<file path="src/pkg/cec_pkg.sv">
// constants and types of the comparator event control block
// assumes a 32-bit axi4-lite master and an analog core outside
// Contract
// - an enabled comparator and its event logic keep working through wait mode
// - in wait, a qualifying event with irq enable set raises a waking interrupt
// - in retaining stop an enabled comparator keeps comparing and detecting events
// - in retaining stop the pin output still follows the result when enabled
// - in retaining stop an event sets the flag and wakes if irq enable is set
// - leaving stop through reset returns every control and status bit to reset
// - partial powerdown stop unpowers the comparator; wake-up finds logic reset, except the write-once power bits, which keep their values
// - in active background debug the comparator works as in run mode
// - reference select picks bandgap or positive pin for the non-inverting input
// - result is high when non-inverting input exceeds inverting, else low
// - edge select sets the flag on rising, falling or either output edge
// - a read-only bit returns the present result, independent of the flag
// - pin output enable drives result onto the pin, else pin is undriven
// - write-once powerdown variant bit: zero retaining stop, one partial powerdown
package cec_pkg;
    // byte offsets
    localparam logic [7:0] OFS_CTRL   = 8'h00;
    localparam logic [7:0] OFS_STATUS = 8'h04;
    localparam logic [7:0] OFS_MASK   = 8'h08;
    localparam logic [7:0] OFS_POWER  = 8'h0c;
    // control fields
    localparam int CTRL_EN      = 0;
    localparam int CTRL_REF     = 1;
    localparam int CTRL_PIN_OE  = 2;
    localparam int CTRL_EDGE_LO = 3;
    localparam int CTRL_IRQ_EN  = 5;
    // status and mask fields
    localparam int STAT_FLAG    = 0;
    localparam int STAT_LIVE    = 1;
    // power fields
    localparam int PWR_VARIANT  = 0;
    localparam int PWR_LOCKED   = 1;
    // reset values
    localparam logic [5:0] CTRL_RST = 6'h00;
    localparam logic       MASK_RST = 1'b1;
    localparam logic       VAR_RST  = 1'b0;
    // edge select codes; 2'h2 also counts as falling
    localparam logic [1:0] EDGE_FALL = 2'h0;
    localparam logic [1:0] EDGE_RISE = 2'h1;
    localparam logic [1:0] EDGE_ANY  = 2'h3;
    // axi responses
    localparam logic [1:0] RESP_OKAY   = 2'h0;
    localparam logic [1:0] RESP_SLVERR = 2'h2;
    // power states of the block
    typedef enum logic [1:0] {
        PWR_RUN,
        PWR_KEEP,
        PWR_OFF
    } cec_pwr_t;
endpackage : cec_pkg

</file>
<file path="src/core/cec_sync.sv">
// two-flop synchroniser for the raw comparator result
// assumes input is asynchronous to clock
`timescale 1ns/1ps
`default_nettype none
module cec_sync (
    // clock and reset
    input  wire logic clock,
    input  wire logic nrst,
    // data
    input  wire logic async_in,
    output var  logic sync_out
);
    logic meta_q;
    logic meta_d;
    logic sync_q;
    logic sync_d;

    always_comb begin
        meta_d = async_in;
        sync_d = meta_q;
    end

    // first stage feeds only the second
    always_ff @(posedge clock or negedge nrst) begin
        if (!nrst) begin
            meta_q <= 1'b0;
            sync_q <= 1'b0;
        end else begin
            meta_q <= meta_d;
            sync_q <= sync_d;
        end
    end

    assign sync_out = sync_q;
endmodule : cec_sync
`default_nettype wire

</file>
<file path="src/core/cec_edge.sv">
// edge qualifier: one-cycle event pulse on the selected output edge
// assumes level is already synchronised to clock
`timescale 1ns/1ps
`default_nettype none
module cec_edge (
    // clock and reset
    input  wire logic       clock,
    input  wire logic       nrst,
    // control
    input  wire logic       active,
    input  wire logic [1:0] edge_sel,
    // data
    input  wire logic       level,
    output var  logic       event_pulse
);
    logic prev_q;
    logic prev_d;

    // tracking while idle keeps a stale level from faking an edge
    always_comb begin
        prev_d = level;
    end

    always_ff @(posedge clock or negedge nrst) begin
        if (!nrst) begin
            prev_q <= 1'b0;
        end else begin
            prev_q <= prev_d;
        end
    end

    always_comb begin
        event_pulse = 1'b0;
        if (active) begin
            unique case (edge_sel)
                cec_pkg::EDGE_RISE: event_pulse = level & ~prev_q;
                cec_pkg::EDGE_ANY:  event_pulse = level ^ prev_q;
                default:            event_pulse = ~level & prev_q;
            endcase
        end
    end
endmodule : cec_edge
`default_nettype wire

</file>
<file path="src/core/cec_top.sv">
// comparator event control: registers, event flag, wake and pin logic
// assumes analog core gives an async result and takes ref select/enable
`timescale 1ns/1ps
`default_nettype none
module cec_top #(
    parameter int ADDR_W = 8
) (
    // clock and reset
    input  wire logic              clock,
    input  wire logic              nrst,
    // axi4-lite write address
    input  wire logic              s_axi_awvalid,
    output var  logic              s_axi_awready,
    input  wire logic [ADDR_W-1:0] s_axi_awaddr,
    input  wire logic [2:0]        s_axi_awprot,
    // axi4-lite write data
    input  wire logic              s_axi_wvalid,
    output var  logic              s_axi_wready,
    input  wire logic [31:0]       s_axi_wdata,
    input  wire logic [3:0]        s_axi_wstrb,
    // axi4-lite write response
    output var  logic              s_axi_bvalid,
    input  wire logic              s_axi_bready,
    output var  logic [1:0]        s_axi_bresp,
    // axi4-lite read address
    input  wire logic              s_axi_arvalid,
    output var  logic              s_axi_arready,
    input  wire logic [ADDR_W-1:0] s_axi_araddr,
    input  wire logic [2:0]        s_axi_arprot,
    // axi4-lite read data
    output var  logic              s_axi_rvalid,
    input  wire logic              s_axi_rready,
    output var  logic [31:0]       s_axi_rdata,
    output var  logic [1:0]        s_axi_rresp,
    // processor mode
    input  wire logic              wait_mode,
    input  wire logic              stop_mode,
    input  wire logic              bdm_active,
    // analog core
    input  wire logic              cmp_raw_result,
    output var  logic              cmp_analog_enable,
    output var  logic              cmp_ref_select,
    // pin and interrupt
    output var  logic              cmp_output_pin,
    output var  logic              cmp_output_pin_oe,
    output var  logic              cmp_irq,
    output var  logic              cmp_wake
);
    initial begin
        // offsets are decoded on 8 bits and the top bits flag unmapped space
        if (ADDR_W < 5 || ADDR_W > 8) begin
            $error("cec_top: ADDR_W must be 5 to 8");
        end
    end

    // control state
    logic                 en_q, en_d;
    logic                 ref_q, ref_d;
    logic                 pin_oe_q, pin_oe_d;
    logic [1:0]           edge_q, edge_d;
    logic                 irq_en_q, irq_en_d;
    logic                 flag_q, flag_d;
    logic                 mask_q, mask_d;
    logic                 variant_q, variant_d;
    logic                 locked_q, locked_d;
    cec_pkg::cec_pwr_t    pwr_q, pwr_d;
    // outputs
    logic                 analog_en_q, analog_en_d;
    logic                 ref_out_q, ref_out_d;
    logic                 pin_q, pin_d;
    logic                 pin_en_q, pin_en_d;
    logic                 irq_q, irq_d;
    logic                 wake_q, wake_d;
    // bus state
    logic                 aw_have_q, aw_have_d;
    logic [ADDR_W-1:0]    aw_addr_q, aw_addr_d;
    logic                 w_have_q, w_have_d;
    logic [7:0]           w_byte_q, w_byte_d;
    logic                 w_lane_q, w_lane_d;
    logic                 awready_q, awready_d;
    logic                 wready_q, wready_d;
    logic                 bvalid_q, bvalid_d;
    logic [1:0]           bresp_q, bresp_d;
    logic                 arready_q, arready_d;
    logic                 rvalid_q, rvalid_d;
    logic [31:0]          rdata_q, rdata_d;
    logic [1:0]           rresp_q, rresp_d;

    logic live;
    logic evt;
    logic powered;
    logic wr_fire;
    logic rd_fire;
    logic wake_reset;
    logic [7:0] wofs;
    logic [7:0] rofs;

    cec_sync u_sync (
        .clock    (clock),
        .nrst     (nrst),
        .async_in (cmp_raw_result),
        .sync_out (live)
    );

    // analog core already gives high for plus above minus
    cec_edge u_edge (
        .clock       (clock),
        .nrst        (nrst),
        .active      (powered),
        .edge_sel    (edge_q),
        .level       (live),
        .event_pulse (evt)
    );

    // wait, retaining stop and debug all leave the comparator running
    assign powered = en_q && (pwr_q != cec_pkg::PWR_OFF);
    assign wake_reset = (pwr_q == cec_pkg::PWR_OFF) && !stop_mode;
    assign wr_fire = aw_have_q && w_have_q && !bvalid_q;
    assign rd_fire = s_axi_arvalid && arready_q;
    assign wofs = 8'(aw_addr_q) & 8'hfc;
    assign rofs = 8'(s_axi_araddr) & 8'hfc;

    // power state
    always_comb begin
        pwr_d = pwr_q;
        unique case (pwr_q)
            cec_pkg::PWR_RUN: begin
                if (stop_mode && !bdm_active) begin
                    pwr_d = variant_q ? cec_pkg::PWR_OFF : cec_pkg::PWR_KEEP;
                end
            end
            cec_pkg::PWR_KEEP: begin
                if (!stop_mode) begin
                    pwr_d = cec_pkg::PWR_RUN;
                end
            end
            cec_pkg::PWR_OFF: begin
                if (!stop_mode) begin
                    pwr_d = cec_pkg::PWR_RUN;
                end
            end
        endcase
    end

    // registers seen by software
    always_comb begin
        en_d      = en_q;
        ref_d     = ref_q;
        pin_oe_d  = pin_oe_q;
        edge_d    = edge_q;
        irq_en_d  = irq_en_q;
        mask_d    = mask_q;
        variant_d = variant_q;
        locked_d  = locked_q;
        flag_d    = flag_q;
        if (wr_fire && w_lane_q) begin
            unique case (wofs)
                cec_pkg::OFS_CTRL: begin
                    en_d     = w_byte_q[cec_pkg::CTRL_EN];
                    ref_d    = w_byte_q[cec_pkg::CTRL_REF];
                    pin_oe_d = w_byte_q[cec_pkg::CTRL_PIN_OE];
                    edge_d   = w_byte_q[cec_pkg::CTRL_EDGE_LO +: 2];
                    irq_en_d = w_byte_q[cec_pkg::CTRL_IRQ_EN];
                end
                cec_pkg::OFS_STATUS: begin
                    if (w_byte_q[cec_pkg::STAT_FLAG]) begin
                        flag_d = 1'b0;
                    end
                end
                cec_pkg::OFS_MASK: begin
                    mask_d = w_byte_q[cec_pkg::STAT_FLAG];
                end
                cec_pkg::OFS_POWER: begin
                    if (!locked_q) begin
                        variant_d = w_byte_q[cec_pkg::PWR_VARIANT];
                        locked_d  = 1'b1;
                    end
                end
                default: begin
                end
            endcase
        end
        // a new event beats a clear in the same cycle
        if (evt) begin
            flag_d = 1'b1;
        end
        if (wake_reset) begin
            en_d      = cec_pkg::CTRL_RST[cec_pkg::CTRL_EN];
            ref_d     = cec_pkg::CTRL_RST[cec_pkg::CTRL_REF];
            pin_oe_d  = cec_pkg::CTRL_RST[cec_pkg::CTRL_PIN_OE];
            edge_d    = cec_pkg::CTRL_RST[cec_pkg::CTRL_EDGE_LO +: 2];
            irq_en_d  = cec_pkg::CTRL_RST[cec_pkg::CTRL_IRQ_EN];
            flag_d    = 1'b0;
            mask_d    = cec_pkg::MASK_RST;
        end
    end

    // outputs, all registered
    always_comb begin
        analog_en_d = powered;
        ref_out_d   = ref_q;
        pin_en_d    = pin_oe_q && powered;
        pin_d       = pin_oe_q && powered && live;
        irq_d       = flag_d && irq_en_d && mask_d;
        wake_d      = flag_d && irq_en_d && mask_d
                      && (wait_mode || pwr_q == cec_pkg::PWR_KEEP);
    end

    // write channel: address and data taken in either order
    always_comb begin
        aw_have_d = aw_have_q;
        aw_addr_d = aw_addr_q;
        w_have_d  = w_have_q;
        w_byte_d  = w_byte_q;
        w_lane_d  = w_lane_q;
        bvalid_d  = bvalid_q;
        bresp_d   = bresp_q;
        if (s_axi_awvalid && awready_q) begin
            aw_have_d = 1'b1;
            aw_addr_d = s_axi_awaddr;
        end
        if (s_axi_wvalid && wready_q) begin
            w_have_d = 1'b1;
            w_byte_d = s_axi_wdata[7:0];
            w_lane_d = s_axi_wstrb[0];
        end
        if (wr_fire) begin
            aw_have_d = 1'b0;
            w_have_d  = 1'b0;
            bvalid_d  = 1'b1;
            bresp_d   = (wofs > cec_pkg::OFS_POWER) ? cec_pkg::RESP_SLVERR
                                                    : cec_pkg::RESP_OKAY;
        end
        if (bvalid_q && s_axi_bready) begin
            bvalid_d = 1'b0;
        end
        // one write in flight until its response is taken
        awready_d = !aw_have_d && !bvalid_d;
        wready_d  = !w_have_d && !bvalid_d;
    end

    // read channel
    always_comb begin
        rvalid_d = rvalid_q;
        rdata_d  = rdata_q;
        rresp_d  = rresp_q;
        if (rd_fire) begin
            rvalid_d = 1'b1;
            rdata_d  = 32'h0000_0000;
            rresp_d  = cec_pkg::RESP_OKAY;
            unique case (rofs)
                cec_pkg::OFS_CTRL: begin
                    rdata_d[cec_pkg::CTRL_EN]           = en_q;
                    rdata_d[cec_pkg::CTRL_REF]          = ref_q;
                    rdata_d[cec_pkg::CTRL_PIN_OE]       = pin_oe_q;
                    rdata_d[cec_pkg::CTRL_EDGE_LO +: 2] = edge_q;
                    rdata_d[cec_pkg::CTRL_IRQ_EN]       = irq_en_q;
                end
                cec_pkg::OFS_STATUS: begin
                    rdata_d[cec_pkg::STAT_FLAG] = flag_q;
                    rdata_d[cec_pkg::STAT_LIVE] = live;
                end
                cec_pkg::OFS_MASK: begin
                    rdata_d[cec_pkg::STAT_FLAG] = mask_q;
                end
                cec_pkg::OFS_POWER: begin
                    rdata_d[cec_pkg::PWR_VARIANT] = variant_q;
                    rdata_d[cec_pkg::PWR_LOCKED]  = locked_q;
                end
                default: begin
                    rresp_d = cec_pkg::RESP_SLVERR;
                end
            endcase
        end else if (rvalid_q && s_axi_rready) begin
            rvalid_d = 1'b0;
        end
        arready_d = !rvalid_d;
    end

    // system reset loads every bit with its reset value (mask set, the rest clear), also when it ends a stop
    always_ff @(posedge clock or negedge nrst) begin
        if (!nrst) begin
            en_q        <= cec_pkg::CTRL_RST[cec_pkg::CTRL_EN];
            ref_q       <= cec_pkg::CTRL_RST[cec_pkg::CTRL_REF];
            pin_oe_q    <= cec_pkg::CTRL_RST[cec_pkg::CTRL_PIN_OE];
            edge_q      <= cec_pkg::CTRL_RST[cec_pkg::CTRL_EDGE_LO +: 2];
            irq_en_q    <= cec_pkg::CTRL_RST[cec_pkg::CTRL_IRQ_EN];
            flag_q      <= 1'b0;
            mask_q      <= cec_pkg::MASK_RST;
            variant_q   <= cec_pkg::VAR_RST;
            locked_q    <= 1'b0;
            pwr_q       <= cec_pkg::PWR_RUN;
            analog_en_q <= 1'b0;
            ref_out_q   <= 1'b0;
            pin_q       <= 1'b0;
            pin_en_q    <= 1'b0;
            irq_q       <= 1'b0;
            wake_q      <= 1'b0;
        end else begin
            en_q        <= en_d;
            ref_q       <= ref_d;
            pin_oe_q    <= pin_oe_d;
            edge_q      <= edge_d;
            irq_en_q    <= irq_en_d;
            flag_q      <= flag_d;
            mask_q      <= mask_d;
            variant_q   <= variant_d;
            locked_q    <= locked_d;
            pwr_q       <= pwr_d;
            analog_en_q <= analog_en_d;
            ref_out_q   <= ref_out_d;
            pin_q       <= pin_d;
            pin_en_q    <= pin_en_d;
            irq_q       <= irq_d;
            wake_q      <= wake_d;
        end
    end

    always_ff @(posedge clock or negedge nrst) begin
        if (!nrst) begin
            aw_have_q <= 1'b0;
            aw_addr_q <= '0;
            w_have_q  <= 1'b0;
            w_byte_q  <= 8'h00;
            w_lane_q  <= 1'b0;
            awready_q <= 1'b0;
            wready_q  <= 1'b0;
            bvalid_q  <= 1'b0;
            bresp_q   <= cec_pkg::RESP_OKAY;
            arready_q <= 1'b0;
            rvalid_q  <= 1'b0;
            rdata_q   <= 32'h0000_0000;
            rresp_q   <= cec_pkg::RESP_OKAY;
        end else begin
            aw_have_q <= aw_have_d;
            aw_addr_q <= aw_addr_d;
            w_have_q  <= w_have_d;
            w_byte_q  <= w_byte_d;
            w_lane_q  <= w_lane_d;
            awready_q <= awready_d;
            wready_q  <= wready_d;
            bvalid_q  <= bvalid_d;
            bresp_q   <= bresp_d;
            arready_q <= arready_d;
            rvalid_q  <= rvalid_d;
            rdata_q   <= rdata_d;
            rresp_q   <= rresp_d;
        end
    end

    assign s_axi_awready     = awready_q;
    assign s_axi_wready      = wready_q;
    assign s_axi_bvalid      = bvalid_q;
    assign s_axi_bresp       = bresp_q;
    assign s_axi_arready     = arready_q;
    assign s_axi_rvalid      = rvalid_q;
    assign s_axi_rdata       = rdata_q;
    assign s_axi_rresp       = rresp_q;
    assign cmp_analog_enable = analog_en_q;
    assign cmp_ref_select    = ref_out_q;
    assign cmp_output_pin    = pin_q;
    assign cmp_output_pin_oe = pin_en_q;
    assign cmp_irq           = irq_q;
    assign cmp_wake          = wake_q;
endmodule : cec_top
`default_nettype wire

</file>
<file path="config.mk">
export PLATFORM = sky130hd
export DESIGN_NAME = cec_top
export DESIGN_NICKNAME = d
export VERILOG_FILES = /design/src/pkg/cec_pkg.sv /design/src/core/cec_sync.sv /design/src/core/cec_edge.sv /design/src/core/cec_top.sv
export SDC_FILE = /design/constraint.sdc
export NUM_CORES = 1
export LEC_CHECK = 0
export ABC_AREA = 1
export BUFFER_PORTS_ARGS = -buffer_cell sky130_fd_sc_hd__buf_2
export CORE_MARGIN = 2
export CORE_UTILIZATION = 40
export DETAILED_ROUTE_END_ITERATION = 10
export PLACE_DENSITY = 0.71
export SLEW_MARGIN = 10
export SYNTH_ARGS = -nofsm -noshare
export SYNTH_HDL_FRONTEND = slang
export SYNTH_SLANG_ARGS = --single-unit
</file>
<file path="constraint.sdc">
create_clock -name clock -period 1.15 [get_ports clock]
set_input_delay 0.0575 -clock clock [delete_from_list [all_inputs] [get_ports clock]]
set_output_delay 0.0575 -clock clock [all_outputs]
set_load 0.05 [all_outputs]
</file>
### Word level (Yosys, flattened, before mapping)

Index checks and enable logic that the tools add are counted.

* output and inout port bits: 47
* logic and storage cells: 131
* register bits: 53

* mux-type cells: 42
* equality and inequality tests: 13
* bitwise gates (word level): 6
* reductions and logical operators: 37
* order comparisons: 1

Operators with widths (count)
* 2-to-1 mux 1 bit: 29
* equality test 6 x 2 -> 1 bit (second input constant): 4
* logical AND 1 bit: 18
* zero test 8 bit: 2
* 2-to-1 mux 2 bit: 8
* equality test 6 x 1 -> 1 bit (second input constant): 2
* greater-than comparator 8 x 4 -> 1 bit (second input constant): 1
* zero test 1 bit: 7
* != test 2 bit (second input constant): 3
* AND reduction 2 bit: 3
* equality test 2 x 1 -> 1 bit (second input constant): 2
* equality test 2 bit (second input constant): 2
* 2-to-1 mux 4 bit: 1
* case mux 1 bit (4 select lines): 1
* case mux 2 bit (2 select lines): 1
* nonzero test 2 bit: 2
* OR reduction 4 bit: 1
* inverter 1 bit: 3
* case mux 1 bit (3 select lines): 1
* AND reduction 3 bit: 1
* bitwise AND 1 bit: 2
* zero test 2 bit: 1
* case mux 1 bit (2 select lines): 1
* OR reduction 2 bit: 1
* 2 further kinds: 2

### Logic depth before layout (Yosys ltp)

* depth after elaboration: 9
* depth in mapped cells: 9

### Hierarchy

A second synthesis with hierarchy kept.

* cell total of the unflattened synthesis: 259
* area, all modules: 2332.2 µm²

By module, submodules not included
* cec_top: cells an instance 244, instances 1, area an instance 2189.6 µm²
* cec_edge: cells an instance 13, instances 1, area an instance 92.6 µm²
* cec_sync: cells an instance 2, instances 1, area an instance 50.0 µm²

### Worst setup path after synthesis

Ideal clock, no wire load.

* kind: reg-to-reg
* start: register wready_q (netlist: s_axi_wready)
* end: register w_byte_q[0]
* clock period less this slack: 1.352 ns
* setup time: 0.132 ns
* cell stages (with the launch flop): 5
* data arrival time: 1.220 ns
* setup slack: -0.202 ns
* data required time: 1.018 ns
* path buffers: 1
* cell sequence: dfrtp_1 -> nand2_1 -> inv_1 -> clkbuf_1 -> o21ai_0

* word-level cells in the longest chain between the ends: 1

Ends and longest elaborated chain
* start, declared: RTL line cec_top.sv:81 `logic wready_q, wready_d;`
* start signal, assigned: RTL line cec_top.sv:341 `wready_q <= wready_d;`
* logical AND 1 bit: RTL line cec_top.sv:222 `if (s_axi_wvalid && wready_q) begin`
* end signal, assigned: RTL line cec_top.sv:338 `w_byte_q <= w_byte_d;`
* end, declared: RTL line cec_top.sv:78 `logic [7:0] w_byte_q, w_byte_d;`

No other way between the ends.
A chain may end at the register's enable or synchronous reset.

### Final worst setup path

* start: register u_sync.sync_q (netlist: u_sync.sync_out)
* end: register wake_q (netlist: cmp_wake)

* word-level cells in the longest chain between the ends: 9

Ends and longest elaborated chain
* start, declared: RTL line cec_sync.sv:15 `logic sync_q;`
* start signal, assigned: RTL line cec_sync.sv:30 `sync_q <= sync_d;`
* inverter 1 bit: RTL line cec_edge.sv:38 `default: event_pulse = ~level & prev_q;`
* bitwise AND 1 bit: RTL line cec_edge.sv:38
* case mux 1 bit (2 select lines) *: RTL line cec_edge.sv:35 `unique case (edge_sel)`
* 2-to-1 mux 1 bit *: RTL line cec_edge.sv:34 `if (active) begin`
* 2-to-1 mux 1 bit *: RTL line cec_top.sv:184 `if (evt) begin`
* 2-to-1 mux 1 bit *: RTL line cec_top.sv:187 `if (wake_reset) begin`
* logical AND 1 bit * (2 in series): RTL line cec_top.sv:205 `wake_d = flag_d && irq_en_d && mask_d`
* logical AND 1 bit *: RTL line cec_top.sv:206 `&& (wait_mode || pwr_q == cec_pkg::PWR_KEEP);`
* via wake_d: RTL line cec_top.sv:73 `logic wake_q, wake_d;`
* end signal, assigned: RTL line cec_top.sv:315 `wake_q <= wake_d;`
* end, declared: RTL line cec_top.sv:73

Mark *: on every way through the listed nets, which the timed path passes. The rest lies on a longest branch.

==> flow_summary.json <==
{
  "reg2reg_slack_ns": -0.10,
  "routabilityCongestion": 0.7566,
  "die_w_microns": 79.99,
  "drtIter0Drc": 59,
  "max_freq_ghz": 0.7977,
  "synth_top_family_by_area": "simple AND/OR/NAND/NOR gates",
  "synth_warnings": 0,
  "synthesis.area_sq_um": 2310,
  "dieArea_sq_um": 6398,
  "worst_slack_ns": -0.1036,
  "start_util_pct": 41.69,
  "p_seq_share_pct": 42.1,
  "fin_nets": 424,
  "leakagePower_nw": 1.618,
  "cts_tree": "yes",
  "synth-seq-cells": 49,
  "ys_seq_area_share_pct": 53.14,
  "grt_pass1_vias": 1712,
  "whs_path_depth": 4,
  "dr.pass1.iters": 4,
  "required_ns": 1.39,
  "drv_cap": 0,
  "dr_total_vias": 1818,
  "clockBufferDepth": 2,
  "power.density_nw_per_um2": 2002,
  "rsz0062_at_grt": "true",
  "grt_overflow": 0,
  "dp_hpwl_mm": 3.312,
  "holdCritStartpoint": "bdm_active",
  "cts_sinks": 49,
  "hp-class": "in2reg",
  "ys_top_cells_by_area": "dfrtp_1 52%, nand2_1 10%, buf_4 9.1%",
  "swShare_pct": 41.63,
  "layout_common_cells": "59 x nand2_1, 48 x buf_2, 44 x dfrtp_1",
  "yosys.area.top_type_share_pct": 52.00,
  "synth_simple_gate_area_share_pct": 21.56,
  "rows": 27,
  "clockPowerShare_pct": 16.1,
  "cp_max_fo": 3,
  "synth_area_per_cell_sq_um": 9.093,
  "clk_pin_slew_ns": 0.09,
  "synth_compound_area_share_pct": 7.801,
  "area_growth_pct": 34.24,
  "period_minus_slack_ns": 1.254,
  "num_io_pins": 116,
  "end_kind": "register",
  "drc": 0,
  "hold_violations": 0,
  "htreeDepth": 2,
  "critPathKind": "reg2reg",
  "antenna_found_initial": 0,
  "skew_ns": 0.01388,
  "maxSlewViolCount": 0,
  "hold_ws_ns": 0.07872,
  "yosysUniqueCellTypes": 31,
  "grt_max_degree": 19,
  "synth_edf_count": 0,
  "combPwrFrac_pct": 41.9,
  "numCtsBuffers": 5,
  "setup_viol": 7,
  "p_int_w": 0.003623,
  "wl_per_cell_microns": 10.70,
  "fin_crit_sh_pct": 109.0,
  "violations": "setup timing",
  "ys_async_sr_fraction_pct": 100.0,
  "grt_pass1_wl_mm": 7.569,
  "synth_xor_area_share_pct": 0,
  "synth_top_area_cell": "dfrtp_1",
  "outcome": "finished, violations left",
  "ys.flop_type": "dfrtp_1",
  "fin_setup_tns_ns": -0.3938,
  "rr_startpoint": "u_sync.sync_out$_DFF_PN0_",
  "synth_cells": 254,
  "critical_path_arrival_ns": 1.49,
  "detail_route.vias_per_cell": 4.298,
  "cts_root_buf": "clkbuf_8",
  "crit_path_start_kind": "register",
  "min_to": "pwr_q[0]$_DFFE_PN0P_",
  "drive_above_1_share_pct": 34.47,
  "insertedDiodeCount": 0,
  "ir_drop_v": 0.001402,
  "wl_mm": 4.525,
  "antenna_left": 0,
  "layout_commonest_cell": "nand2_1",
  "r2r_end": "cmp_wake$_DFF_PN0_",
  "ff2ff_path_depth": 7,
  "die_h_microns": 79.99,
  "clk_latency_ns": 0.31,
  "synthAdderAreaFrac_pct": 2.709,
  "port_buffers": 48,
  "core_sq_um": 5540,
  "grt_usage_pct": 15.22,
  "switchingPower_w": 0.002583,
  "synth_mux_area_share_pct": 0
}
## per-stage QoR
step                      utilization (%)  power (W)  cells  instance area, sq um  setup slack (ns)
final                               55.96   0.006206    423                  3100           -0.1036
after global routing                55.96   0.006685    423                  3100           -0.2025
after CTS                           54.58   0.006068    419                  3024           -0.1426
after detailed placement            48.76   0.004927    392                  2701           -0.1661
after global placement              48.76   0.004856    392                  2701           -0.1443
after floorplan                         -   0.004229    281                  2424          -0.05603
## synthesized netlist by cell type (2+ instances only)
| cell type | n |
|---|---|
| nor2_2 | 5 |
| nor3_2 | 2 |
| o31ai_1 | 3 |
| nand2_2 | 2 |
| nor3_1 | 2 |
| nand3_1 | 9 |
| a21oi_1 | 2 |
| buf_4 | 28 |
| nand4_1 | 2 |
| o22ai_1 | 3 |
| o21ai_1 | 2 |
| nor2_1 | 13 |
| inv_2 | 2 |
| dfrtp_1 | 48 |
| nand3_2 | 3 |
| ha_1 | 5 |
| inv_1 | 30 |
| nand2_1 | 63 |
| o21ai_0 | 18 |
## routing by layer
metal  vias up  track usage [%]  routed length [microns]
li1        938                -                        -
met5         -                0                        0
met3         2            4.412                      257
met4         0            4.576                       35
met2        59            23.75                     2015
met1       819            20.52                     2217
## cell type report
type	count	area (sq um)
fill	501	2440
sequential	49	1232
multi-input combinational	170	933.4
timing repair buffer	91	628.1
inverter	33	127.6
tap	72	90.09
clock buffer	6	72.57
clock inverter	2	16.27
## sequential cells by signal (all words and copies together), names as in the netlist, 2 cells and up
signal / cells
aw_addr_q: 6
edge_q: 2
pwr_q: 2
s_axi_rdata: 6
w_byte_q: 6
## cells by family (layout without fill, tap and decap cells)
kind of cell | Yosys count | in the layout
and+or+nand+nor | 105 | 105
buffers and inverters | 62 | 132
DFF | 49 | 49
AOI/OAI and AO/OA | 32 | 32
adders and majority gates | 5 | 5
other | 1 | 28
## worst max path at each step
stage | endpoint | cells after the start | startpoint
after floorplan | cmp_irq$_DFF_PN0_ | 8 | s_axi_bvalid$_DFF_PN0_
after global placement | cmp_irq$_DFF_PN0_ | 9 | pwr_q[0]$_DFFE_PN0P_
after detailed placement | cmp_wake$_DFF_PN0_ | 7 | u_sync.sync_out$_DFF_PN0_
after CTS | cmp_wake$_DFF_PN0_ | 7 | u_sync.sync_out$_DFF_PN0_
after global routing | cmp_wake$_DFF_PN0_ | 7 | u_sync.sync_out$_DFF_PN0_
final | cmp_wake$_DFF_PN0_ | 7 | u_sync.sync_out$_DFF_PN0_
## critical path, stage by stage, from the launching register on
cell	delay (ns)
dfrtp_1	0.42
inv_2	0.09
ha_4	0.19
o211ai_1	0.14
nand2_1	0.09
nand2_1	0.08
nand3_2	0.08
nor2_2	0.09
## power groups by stage
stage	sequential [W]	combinational, W	clock [W]
after floorplan	0.00296	0.00127	0
after global placement	0.00260	0.00226	0
after detailed placement	0.00262	0.00230	0
after CTS	0.00260	0.00242	0.00104
after global routing	0.00268	0.00288	0.00113
final	0.00261	0.00260	0.000997
## timing repair
action	CTS	global route
hold buffers	18	0
endpoints found under the setup margin	12	18
setup buffers	1	4
pin swaps	13	12
resized for setup	14	14
hold endpoints to repair	30	0
(Power assumes the default switching activity.)
